$ cat config.mk
export PLATFORM = sky130hd
export DESIGN_NAME = csi_core_ctrl
export DESIGN_NICKNAME = d
export VERILOG_FILES = /design/src/rtl/csi_pkg.sv /design/src/rtl/csi_core_ctrl.sv
export SDC_FILE = /design/constraint.sdc
export NUM_CORES = 2
export LEC_CHECK = 0
export BUFFER_PORTS_ARGS = -buffer_cell sky130_fd_sc_hd__clkbuf_2
export CORE_UTILIZATION = 45
export CTS_BUF_LIST = sky130_fd_sc_hd__clkbuf_4
export DETAILED_ROUTE_END_ITERATION = 10
export PLACE_DENSITY = 0.65
export SKIP_LAST_GASP = 1
export SYNTH_ARGS = -nofsm -noshare
export SYNTH_HDL_FRONTEND = slang
export SYNTH_SLANG_ARGS = --single-unit
$ cat constraint.sdc
create_clock -name core_clk_i -period 4.2 [get_ports core_clk_i]
set_input_delay 0.42 -clock core_clk_i [delete_from_list [all_inputs] [get_ports core_clk_i]]
set_output_delay 0.42 -clock core_clk_i [all_outputs]
set_load 0.05 [all_outputs]
$ cat src/rtl/csi_pkg.sv
/*
  Shared constants and types for the core stack and interrupt control block.
  Assumes a single 250 MHz core clock and same-clock peripheral request logic.
*/
package csi_pkg;
  // ---------------------------------------------------------------
  // Sizes and I/O offsets
  // ---------------------------------------------------------------
  localparam int unsigned NUM_REGS  = 32;
  localparam int unsigned NUM_IRQ   = 8;
  localparam logic [5:0]  IO_SPL    = 6'h3d;
  localparam logic [5:0]  IO_SPH    = 6'h3e;
  localparam logic [5:0]  IO_STATUS = 6'h3f;
  localparam logic [5:0]  IO_CTRL   = 6'h35;
  localparam int unsigned GIE_BIT   = 7;
  localparam int unsigned VECTOR_TABLE_SELECT_BIT = 1;
  localparam logic [3:0]  PAIR_X    = 4'hd;
  localparam logic [3:0]  PAIR_Y    = 4'he;
  localparam logic [3:0]  PAIR_Z    = 4'hf;
  localparam logic [15:0] DS_REG_TOP = 16'h0020;
  // ---------------------------------------------------------------
  // Memory layout and reset values
  // ---------------------------------------------------------------
  localparam logic [15:0] TOP_OF_DATA_MEMORY = 16'h04ff;
  localparam logic [15:0] SP_IMPL_MASK       = 16'h07ff;
  localparam logic [15:0] BOOT_START         = 16'h0c00;
  localparam logic [15:0] VEC_STRIDE         = 16'h0002;
  localparam logic [7:0]  LEVEL_TYPE         = 8'h80;
  // ---------------------------------------------------------------
  // Sequence lengths in clock cycles
  // ---------------------------------------------------------------
  localparam logic [3:0] ENTRY_CYCLES  = 4'h4;
  localparam logic [3:0] RETURN_CYCLES = 4'h4;
  localparam logic [3:0] WAKE_CYCLES   = 4'h4;
  // ---------------------------------------------------------------
  // Types
  // ---------------------------------------------------------------
  typedef enum logic [2:0] {OP_NONE, OP_PUSH, OP_POP, OP_CALL, OP_RET, OP_INTERRUPT_EXIT_INSTRUCTION, OP_SEI, OP_CLI} csi_op_t;
  typedef enum logic [1:0] {PM_PLAIN, PM_DISP, PM_POSTINC, PM_PREDEC} csi_pmode_t;
  typedef enum logic [2:0] {SQ_IDLE, SQ_PUSH_LO, SQ_PUSH_HI, SQ_POP_HI, SQ_POP_LO, SQ_POP_CAP, SQ_WAIT} csi_seq_t;
  typedef struct packed {
    logic       go;
    logic [1:0] sel;
    csi_pmode_t mode;
    logic [5:0] disp;
  } csi_ptr_req_t;
  typedef struct packed {
    logic        we8;
    logic [4:0]  idx8;
    logic [7:0]  data8;
    logic        we16;
    logic [3:0]  pair16;
    logic [15:0] data16;
  } csi_wr_req_t;
  typedef struct packed {
    logic [NUM_REGS-1:0][7:0] gpr;
    logic [15:0]        sp;
    logic [7:0]         status;
    logic [7:0]         ctrl;
    logic [NUM_IRQ-1:0] flag;
    logic               hold;
    csi_seq_t           seq;
    logic [3:0]         cnt;
    logic               irq_seq;
    logic               interrupt_exit_instruction_seq;
    logic               ret_seq;
    logic [15:0]        ret_pc;
    logic [2:0]         vec_idx;
    logic               dm_we;
    logic               dm_re;
    logic [15:0]        dm_addr;
    logic [7:0]         dm_wdata;
    logic               jump;
    logic [15:0]        jump_addr;
  } csi_state_t;
endpackage : csi_pkg

$ cat src/rtl/csi_core_ctrl.sv
/*
  Register file, pointers, stack pointer and vectored interrupt control.
  Assumes the execute stage drives op_i, instr_end_i and pc_i on the core
  clock, and that data memory returns read data one cycle after dm_re_o.
*/
// How it works
// [RULE1] Four read/write port schemes, 8 and 16 bit
// [RULE2] Registers mapped at the lowest 32 data addresses
// [RULE3] Registers 26..31 form three 16-bit pointers
// [RULE4] Pointers: displacement, post-increment, pre-decrement
// [RULE5] Push lowers stack pointer, pop raises it
// [RULE6] Call/entry push two bytes, returns pop two
// [RULE7] Stack pointer is two I/O bytes, reset high
// [RULE8] Software sets stack pointer before calls
// [RULE9] Undivided clock, single-cycle register write-back
// [RULE10] Fetch overlaps execution, stalled only by sequences
// [RULE11] Take request only with both enables set
// [RULE12] Own vectors, lower address wins, reset first
// [RULE13] Select bit and fuse move vectors to boot
// [RULE14] Boot lock bits suppress interrupts by region
// [RULE15] Entry clears global enable, return sets it
// [RULE16] Vectoring or writing one clears the flag
// [RULE17] Disabled flags stay latched, served by priority
// [RULE18] Level requests never latch
// [RULE19] One instruction runs after return before service
// [RULE20] Status register not saved nor restored
// [RULE21] Disable instruction masks at once
// [RULE22] One instruction runs after enable instruction
// [RULE23] Global enable is status bit 7
// [RULE24] Entry takes four cycles, plus four from sleep
// [RULE25] Return takes four cycles, sets global enable
// [RULE26] Lowest pending vector selected
`timescale 1ns/10ps
module csi_core_ctrl (
  input  wire logic                  core_clk_i,        // Core clock, 250 MHz
  input  wire logic                  rst_n_i,           // Sync reset, active low
  input  wire logic                  ce_i,              // Clock enable
  input  wire logic [4:0]            rd_a_idx_i,        // Operand A index
  input  wire logic [4:0]            rd_b_idx_i,        // Operand B index
  input  wire logic [3:0]            rd_w_pair_i,       // 16-bit operand pair
  output logic      [7:0]            rd_a_o,            // Operand A
  output logic      [7:0]            rd_b_o,            // Operand B
  output logic      [15:0]           rd_w_o,            // 16-bit operand
  input  wire csi_pkg::csi_wr_req_t  wr_i,              // Result write-back
  input  wire logic [15:0]           ds_addr_i,         // Data-space address
  input  wire logic                  ds_we_i,           // Data-space write
  input  wire logic [7:0]            ds_wdata_i,        // Data-space write data
  output logic                       ds_hit_o,          // Address hits registers
  output logic      [7:0]            ds_rdata_o,        // Data-space read data
  input  wire csi_pkg::csi_ptr_req_t ptr_i,             // Pointer access
  output logic      [15:0]           ptr_addr_o,        // Effective address
  input  wire logic [5:0]            io_addr_i,         // I/O address
  input  wire logic                  io_we_i,           // I/O write strobe
  input  wire logic [7:0]            io_wdata_i,        // I/O write data
  output logic      [7:0]            io_rdata_o,        // I/O read data
  input  wire logic                  status_we_i,       // ALU flag update
  input  wire logic [6:0]            status_flags_i,    // ALU flags, bits 6..0
  output logic      [7:0]            status_o,          // Status register
  input  wire csi_pkg::csi_op_t      op_i,              // Stack/enable op
  input  wire logic [7:0]            push_data_i,       // Byte to push
  input  wire logic [15:0]           pc_i,              // Return address
  input  wire logic                  instr_end_i,       // Last cycle of instr
  input  wire logic                  sleep_i,           // Core asleep
  input  wire logic [csi_pkg::NUM_IRQ-1:0] irq_event_i, // Flag-type events
  input  wire logic [csi_pkg::NUM_IRQ-1:0] irq_level_i, // Level-type conditions
  input  wire logic [csi_pkg::NUM_IRQ-1:0] irq_en_i,    // Individual enables
  input  wire logic [csi_pkg::NUM_IRQ-1:0] irq_clr_i,   // Write-one clears
  output logic [csi_pkg::NUM_IRQ-1:0] irq_flag_o,       // Latched flags
  input  wire logic                  rst_vec_fuse_i,    // Reset vector fuse
  input  wire logic                  lock_app_i,        // App lock programmed
  input  wire logic                  lock_boot_i,       // Boot lock programmed
  output logic      [15:0]           reset_vec_o,       // Reset vector
  output logic                       busy_o,            // Sequence running
  output logic                       fetch_en_o,        // Fetch may proceed
  output logic                       dm_we_o,           // Data memory write
  output logic                       dm_re_o,           // Data memory read
  output logic      [15:0]           dm_addr_o,         // Data memory address
  output logic      [7:0]            dm_wdata_o,        // Data memory data
  input  wire logic [7:0]            dm_rdata_i,        // Data memory read data
  output logic                       jump_o,            // Load PC, one pulse
  output logic      [15:0]           jump_addr_o        // New PC value
);
  csi_pkg::csi_state_t s, n;
  logic [csi_pkg::NUM_IRQ-1:0] req, higher, sel_oh;
  logic [2:0]  sel_idx;
  logic        gie, suppress, take;
  logic [15:0] ptr_val, vec_base;
  logic [3:0]  ptr_pair;

  // ---------------------------------------------------------------
  // Request gating and priority
  // ---------------------------------------------------------------
  genvar g;
  generate
    for (g = 0; g < csi_pkg::NUM_IRQ; g++) begin : g_irq
      assign req[g]    = (csi_pkg::LEVEL_TYPE[g] ? irq_level_i[g] : s.flag[g]) & irq_en_i[g]; // RULE11 RULE18
      assign higher[g] = (g == 0) ? 1'b0 : |req[g > 0 ? g-1 : 0:0];
      assign sel_oh[g] = req[g] & ~higher[g]; // RULE26 RULE12
    end
  endgenerate

  always_comb begin
    sel_idx = 3'h0;
    for (int k = 0; k < csi_pkg::NUM_IRQ; k++) begin
      if (sel_oh[k]) begin
        sel_idx = 3'(k);
      end
    end
  end

  assign gie = s.status[csi_pkg::GIE_BIT]; // RULE23
  assign vec_base = s.ctrl[csi_pkg::VECTOR_TABLE_SELECT_BIT] ? csi_pkg::BOOT_START : 16'h0000; // RULE13
  // Vectors in the other section are blocked when that section is locked
  assign suppress = (lock_app_i & ~s.ctrl[csi_pkg::VECTOR_TABLE_SELECT_BIT] & (pc_i >= csi_pkg::BOOT_START))
                  | (lock_boot_i & s.ctrl[csi_pkg::VECTOR_TABLE_SELECT_BIT] & (pc_i < csi_pkg::BOOT_START)); // RULE14
  // CLI in the same cycle masks at once; hold delays one instruction
  assign take = (s.seq == csi_pkg::SQ_IDLE) & (instr_end_i | sleep_i) & (op_i == csi_pkg::OP_NONE)
              & gie & ~s.hold & ~suppress & (|req); // RULE11 RULE19 RULE21 RULE22

  // ---------------------------------------------------------------
  // Register file read ports and pointers
  // ---------------------------------------------------------------
  assign rd_a_o = s.gpr[rd_a_idx_i]; // RULE1
  assign rd_b_o = s.gpr[rd_b_idx_i];
  assign rd_w_o = {s.gpr[{rd_w_pair_i, 1'b1}], s.gpr[{rd_w_pair_i, 1'b0}]};
  assign ds_hit_o   = ds_addr_i < csi_pkg::DS_REG_TOP; // RULE2
  assign ds_rdata_o = ds_hit_o ? s.gpr[ds_addr_i[4:0]] : 8'h00;

  always_comb begin
    ptr_pair = csi_pkg::PAIR_X;
    case (ptr_i.sel)
      2'h1:    ptr_pair = csi_pkg::PAIR_Y;
      2'h2:    ptr_pair = csi_pkg::PAIR_Z;
      default: ptr_pair = csi_pkg::PAIR_X;
    endcase
    ptr_val = {s.gpr[{ptr_pair, 1'b1}], s.gpr[{ptr_pair, 1'b0}]}; // RULE3
    case (ptr_i.mode)
      csi_pkg::PM_DISP:   ptr_addr_o = ptr_val + {10'h000, ptr_i.disp}; // RULE4
      csi_pkg::PM_PREDEC: ptr_addr_o = ptr_val - 16'h0001;
      default:            ptr_addr_o = ptr_val;
    endcase
  end

  always_comb begin
    case (io_addr_i)
      csi_pkg::IO_SPL:    io_rdata_o = s.sp[7:0]; // RULE7
      csi_pkg::IO_SPH:    io_rdata_o = s.sp[15:8];
      csi_pkg::IO_STATUS: io_rdata_o = s.status;
      csi_pkg::IO_CTRL:   io_rdata_o = s.ctrl;
      default:            io_rdata_o = 8'h00;
    endcase
  end

  // ---------------------------------------------------------------
  // Next state
  // ---------------------------------------------------------------
  always_comb begin
    logic [15:0] nptr;
    n = s;
    nptr = 16'h0000;
    n.dm_we = 1'b0;
    n.dm_re = 1'b0;
    n.jump  = 1'b0;
    // Result write-back lands at this edge, one cycle per ALU op
    if (wr_i.we8) begin
      n.gpr[wr_i.idx8] = wr_i.data8; // RULE9 RULE1
    end
    if (wr_i.we16) begin
      n.gpr[{wr_i.pair16, 1'b0}] = wr_i.data16[7:0]; // RULE1
      n.gpr[{wr_i.pair16, 1'b1}] = wr_i.data16[15:8];
    end
    if (ds_we_i && ds_hit_o) begin
      n.gpr[ds_addr_i[4:0]] = ds_wdata_i; // RULE2
    end
    if (ptr_i.go && (ptr_i.mode == csi_pkg::PM_POSTINC || ptr_i.mode == csi_pkg::PM_PREDEC)) begin
      nptr = (ptr_i.mode == csi_pkg::PM_POSTINC) ? ptr_val + 16'h0001 : ptr_val - 16'h0001; // RULE4
      n.gpr[{ptr_pair, 1'b0}] = nptr[7:0];
      n.gpr[{ptr_pair, 1'b1}] = nptr[15:8];
    end
    // Status is only touched by ALU, software and the enable bit
    if (status_we_i) begin
      n.status[6:0] = status_flags_i; // RULE20
    end
    if (io_we_i) begin
      case (io_addr_i)
        csi_pkg::IO_SPL:    n.sp = {s.sp[15:8], io_wdata_i} & csi_pkg::SP_IMPL_MASK; // RULE7
        csi_pkg::IO_SPH:    n.sp = {io_wdata_i, s.sp[7:0]} & csi_pkg::SP_IMPL_MASK;
        csi_pkg::IO_STATUS: n.status = io_wdata_i;
        csi_pkg::IO_CTRL:   n.ctrl = io_wdata_i;
        default:            n.ctrl = s.ctrl;
      endcase
    end
    // Set wins over clear; vectoring clears only the served flag
    n.flag = (s.flag & ~irq_clr_i & ~(take ? sel_oh : '0)) | (irq_event_i & ~csi_pkg::LEVEL_TYPE); // RULE16 RULE17
    if (instr_end_i && s.seq == csi_pkg::SQ_IDLE) begin
      n.hold = 1'b0; // RULE19 RULE22
    end
    case (s.seq)
      csi_pkg::SQ_IDLE: begin
        if (take) begin
          n.status[csi_pkg::GIE_BIT] = 1'b0; // RULE15
          n.vec_idx  = sel_idx;
          n.ret_pc   = pc_i;
          n.irq_seq  = 1'b1;
          n.interrupt_exit_instruction_seq = 1'b0;
          n.cnt      = csi_pkg::ENTRY_CYCLES - 4'h2 + (sleep_i ? csi_pkg::WAKE_CYCLES : 4'h0); // RULE24
          n.seq      = csi_pkg::SQ_PUSH_LO;
        end else begin
          case (op_i)
            csi_pkg::OP_PUSH: begin
              n.dm_we    = 1'b1;
              n.dm_addr  = s.sp;
              n.dm_wdata = push_data_i;
              n.sp       = s.sp - 16'h0001; // RULE5
            end
            csi_pkg::OP_POP: begin
              n.dm_re   = 1'b1;
              n.dm_addr = s.sp + 16'h0001;
              n.sp      = s.sp + 16'h0001; // RULE5
            end
            csi_pkg::OP_CALL: begin
              n.ret_pc  = pc_i;
              n.irq_seq = 1'b0;
              n.cnt     = csi_pkg::ENTRY_CYCLES - 4'h2;
              n.seq     = csi_pkg::SQ_PUSH_LO; // RULE6
            end
            csi_pkg::OP_RET, csi_pkg::OP_INTERRUPT_EXIT_INSTRUCTION: begin
              n.irq_seq  = 1'b0;
              n.interrupt_exit_instruction_seq = (op_i == csi_pkg::OP_INTERRUPT_EXIT_INSTRUCTION);
              n.ret_seq  = 1'b1;
              n.cnt      = csi_pkg::RETURN_CYCLES - 4'h3;
              n.seq      = csi_pkg::SQ_POP_HI; // RULE6 RULE25
            end
            csi_pkg::OP_SEI: begin
              n.status[csi_pkg::GIE_BIT] = 1'b1;
              n.hold = 1'b1; // RULE22
            end
            csi_pkg::OP_CLI: n.status[csi_pkg::GIE_BIT] = 1'b0; // RULE21
            default: n.seq = csi_pkg::SQ_IDLE;
          endcase
        end
      end
      // Low byte goes to the higher address, so a pop yields high first
      csi_pkg::SQ_PUSH_LO: begin
        n.dm_we    = 1'b1;
        n.dm_addr  = s.sp;
        n.dm_wdata = s.ret_pc[7:0];
        n.sp       = s.sp - 16'h0001; // RULE6
        n.seq      = csi_pkg::SQ_PUSH_HI;
      end
      csi_pkg::SQ_PUSH_HI: begin
        n.dm_we    = 1'b1;
        n.dm_addr  = s.sp;
        n.dm_wdata = s.ret_pc[15:8];
        n.sp       = s.sp - 16'h0001; // RULE6
        n.seq      = csi_pkg::SQ_WAIT;
      end
      csi_pkg::SQ_POP_HI: begin
        n.dm_re   = 1'b1;
        n.dm_addr = s.sp + 16'h0001;
        n.sp      = s.sp + 16'h0001; // RULE6
        n.seq     = csi_pkg::SQ_POP_LO;
      end
      csi_pkg::SQ_POP_LO: begin
        n.dm_re   = 1'b1;
        n.dm_addr = s.sp + 16'h0001;
        n.sp      = s.sp + 16'h0001;
        n.seq     = csi_pkg::SQ_POP_CAP;
      end
      csi_pkg::SQ_POP_CAP: begin
        n.ret_pc[15:8] = dm_rdata_i;
        n.seq          = csi_pkg::SQ_WAIT;
      end
      csi_pkg::SQ_WAIT: begin
        if (s.cnt <= 4'h1) begin
          n.seq  = csi_pkg::SQ_IDLE;
          // Calls end silently; only entries and returns load the PC
          n.jump      = s.irq_seq | s.ret_seq;
          n.jump_addr = s.ret_seq ? {s.ret_pc[15:8], dm_rdata_i}
                                  : vec_base + csi_pkg::VEC_STRIDE * ({13'h0000, s.vec_idx} + 16'h0001); // RULE12
          n.ret_seq   = 1'b0;
          if (s.interrupt_exit_instruction_seq) begin
            n.status[csi_pkg::GIE_BIT] = 1'b1; // RULE25 RULE15
            n.hold     = 1'b1; // RULE19
            n.interrupt_exit_instruction_seq = 1'b0;
          end
        end else begin
          n.cnt = s.cnt - 4'h1;
        end
      end
      default: n.seq = csi_pkg::SQ_IDLE;
    endcase
  end

  // Call pushes leave no jump; the execute stage already knows the target
  always_ff @(posedge core_clk_i) begin
    if (!rst_n_i) begin
      s    <= '0;
      s.sp <= csi_pkg::TOP_OF_DATA_MEMORY; // RULE7 RULE8
    end else if (ce_i) begin
      s <= n;
    end
  end

  // ---------------------------------------------------------------
  // Outputs
  // ---------------------------------------------------------------
  assign busy_o      = s.seq != csi_pkg::SQ_IDLE;
  assign fetch_en_o  = ~busy_o & ~take; // RULE10
  assign status_o    = s.status;
  assign irq_flag_o  = s.flag;
  assign dm_we_o     = s.dm_we;
  assign dm_re_o     = s.dm_re;
  assign dm_addr_o   = s.dm_addr;
  assign dm_wdata_o  = s.dm_wdata;
  assign jump_o      = s.jump;
  assign jump_addr_o = s.jump_addr;
  assign reset_vec_o = rst_vec_fuse_i ? csi_pkg::BOOT_START : 16'h0000; // RULE13 RULE12
endmodule : csi_core_ctrl

==> results.toml <==
[detailed_routing]
post-route-drc-count = 0
wl_met2_mm = 64.9
post_drt_via_cell_ratio = 7.05
wl_met1_mm = 52.7
wirelength_mm = 150
vias = 36700
drt-initial-drc-count = 5532
top_layer = "met5"
wl_met3_mm = 20.9
drtAntennaViolNets = 0
wl_per_cell_um = 28.8
drt_pass1_iterations = 10

[layout]
multi_input_area_um2 = 24800
drive_above_1_share_pct = 24.0
layout_common_cells = "nand2_1, dfxtp_1, mux2i_1, mux4_2, o21ai_0"
fin_nets = 4345
area_growth_pct = 12.7
final_common_cell = "nand2_1"
regArea_um2 = 7410
n_fill_cell = 7004
post-route-util_pct = 51.5

[logic_synthesis]
synth_ff_type = "dfxtp_1"
avgSynthCellArea_um2 = 8.56
synth_enable_flop_cells = 0
ys_seq_area_share_pct = 21.6
synthDistinctLibCells = 85
synthCells = 4001
ys_top_cells_by_area = "dfxtp_1, mux4_2, mux2i_1"
ys_async_sr_fraction_pct = 0
synth_top_cell_by_area = "dfxtp_1"
synth_warnings = 0
netlist_area_um2 = 34200
ys_seq_elements = 369
synth_top_area_share_pct = 21.6

[floorplanning]
die_w_um = 278
fp.dieH_um = 278
io_pins = 325
die_area_um2 = 77200
design.core.area_um2 = 74800
start_util_pct = 45.8
fp-row-count = 100

[place]
hpwl_mm = 99.5
io_buffers = 299
pre_cts_ws_ns = 0.233
gp_congestion = 1.03

[pwr]
power.leakage_uw = 0.0162
power.share.sequential_pct = 36.5
power.total_uw = 11100
p_per_area_nw_per_um2 = 287
switchingPower_uw = 4190
p_int_uw = 6880
power_frac_comb_pct = 30.2
pwr-share-clk_pct = 33.2
swShare_pct = 37.8
ir_worst_vdd_mv = 0.244

[grt]
overflow = 0
grt_pass1_wl_mm = 222
grt_use_total_pct = 37.8
antenna_found_initial = 15
grt_pass1_vias = 34200
grt_max_degree = 244

[sta]
tightestPinTransition_ns = 1.30
finalSetupViolations = 0
drv_slew = 0
finalCritPeriodShare_pct = 96.4
period_minus_slack_ns = 4.05
grt_setup_unrepaired = "true"
slew_headroom_pct = 13.0
skew_ns = 0.0819
fmax_ghz = 0.247
setup_ws_ns = 0.153
hold_violations = 0

[worst_setup_path]
worstPathArrival_ns = 3.63
worst_path_max_delay_cell = "mux4_2"
cp.required_ns = 3.78
max_stage_delay_ns = 0.54
cpLargestDelayFamily = "simple AND/OR/NAND/NOR gates"
cp_max_fo = 8
path_common_cell = "buf_4"
end_kind = "output pin"
critPathBufInv = 3
critPathKind = "reg2out"
crit_path_start_kind = "flop"
critical_path.cell_chain = "buf_4 > mux4_2 > buf_4 > nor2_4 > nand4b_1 > nor4_4 > nand2_1 > nor3_1 > a21oi_1 > xnor2_1 > buf_12"

[min_path]
hp-class = "in2reg"

[clock_tree]
htreeDepth = 3
tritoncts = "built"
cts.sinks = 369
clk_path_buf_depth = 3
clockRootBuffer = "clkbuf_4"
numCtsBuffers = 113
clk_pin_slew_ns = 0.07
clk_latency_ns = 0.97

[outcome]
status = "finished, final reports clean"

[job]
max_cap_violations = 0
power groups by stage:
stage          combinational [uW]  sequential, uW  clock [uW]
2_1_floorplan                2340            3950           0
3_3_place_gp                 3140            4090           0
3_5_place_dp                 3170            4090           0
4_1_cts                      3250            4020        3710
5_1_grt                      3520            4060        3910
6_report                     3350            4040        3680
cell families (layout without fill, tap and decap cells):
group           after synthesis  after routing  synth area share, %
buf+inv                     512            717                 6.60
other cells                   1             25               0.0110
flops                       369            369                 21.6
fa+ha+maj                    15             15                0.548
compound gates             1159           1159                 23.4
mux                         661            661                 30.8
simple gates               1244           1244                 16.1
xor+xnor                     40             40                 1.02
per-layer routing:
metal | GRT usage [%] | up-vias
met2 | 56.7 | 3059
met1 | 46.1 | 17400
met5 | 0 | -
met3 | 12.6 | 699
li1 | - | 15500
met4 | 25.2 | 10
cells in the mapped netlist (10+ instances only):
cell type,n
a211oi_1,10
a21boi_0,19
a21oi_1,265
a221oi_1,11
a22o_1,21
a22oi_1,25
a31oi_1,14
and3_1,17
buf_1,48
buf_2,30
buf_4,76
clkbuf_1,337
dfxtp_1,369
ha_1,15
inv_1,16
mux2_2,31
mux2i_1,318
mux4_2,309
nand2_1,646
nand3_1,207
nand3b_1,11
nor2_1,191
nor2_2,12
nor2b_1,45
nor3_1,35
nor3b_1,11
nor4_1,10
o211a_1,222
o211ai_1,157
o21ai_0,289
o221ai_1,16
o22ai_1,27
xnor2_1,26
xor2_1,14
repair_timing:
action                     CTS  global route
buffers inserted             2             3
hold buffers                82             0
pin swaps                    0             7
setup endpoints to repair    5            10
hold endpoints to repair    95             0
resized for setup            3            21
worst register-to-register path, delay by kind of cell, from the launching register on:
family / cells / cell delay, ns
buf+inv: 1 / 0.61
compound gates: 5 / 1.32
simple gates: 3 / 0.94
flops: 1 / 0.52
path summary, 6_finish.rpt:
kind                                                 start                    endpoint  slack, ns  depth (start not counted)
worst max-delay path                   s[305]$_SDFFE_PN0P_              ptr_addr_o[15]       0.15                         11
worst min-delay path                          io_addr_i[0]         s[107]$_SDFFE_PN1P_       0.10                          6
worst max register to register    status_o[7]$_SDFFE_PN0P_          s[55]$_SDFFE_PN0P_       0.66                          9
worst min register to register  irq_flag_o[7]$_SDFFE_PN0P_  irq_flag_o[7]$_SDFFE_PN0P_       0.46                          1
metrics by stage:
stage	setup TNS (ns)	hold WS [ns]	instance area [um2]	cells
2_1_floorplan	0	0.430	34300	4014
3_3_place_gp	0	0.437	36200	4914
3_5_place_dp	0	0.444	36200	4914
4_1_cts	0	0.0619	38400	5185
5_1_grt	-0.0745	0.145	38600	5194
6_report	0	0.101	38600	5199
area by class of cell:
| type | count | area share (%) |
|---|---|---|
| repair buffers | 512 | 9.58 |
| inverters | 18 | 0.175 |
| diodes | 11 | 0.0714 |
| clock inverters | 33 | 0.578 |
| clock buffers | 154 | 3.00 |
| multi-input cells | 3133 | 64.2 |
| well taps | 969 | 3.14 |
| flip-flops and latches | 369 | 19.2 |
registers in the layout (all words and copies together) (netlist names), 8 cells and up:
register / count
dm_wdata_o: 8
s: 310
irq_flag_o: 8
status_o: 8
dm_addr_o: 16
jump_addr_o: 16
Note: power is estimated with default switching activity, not from simulation.
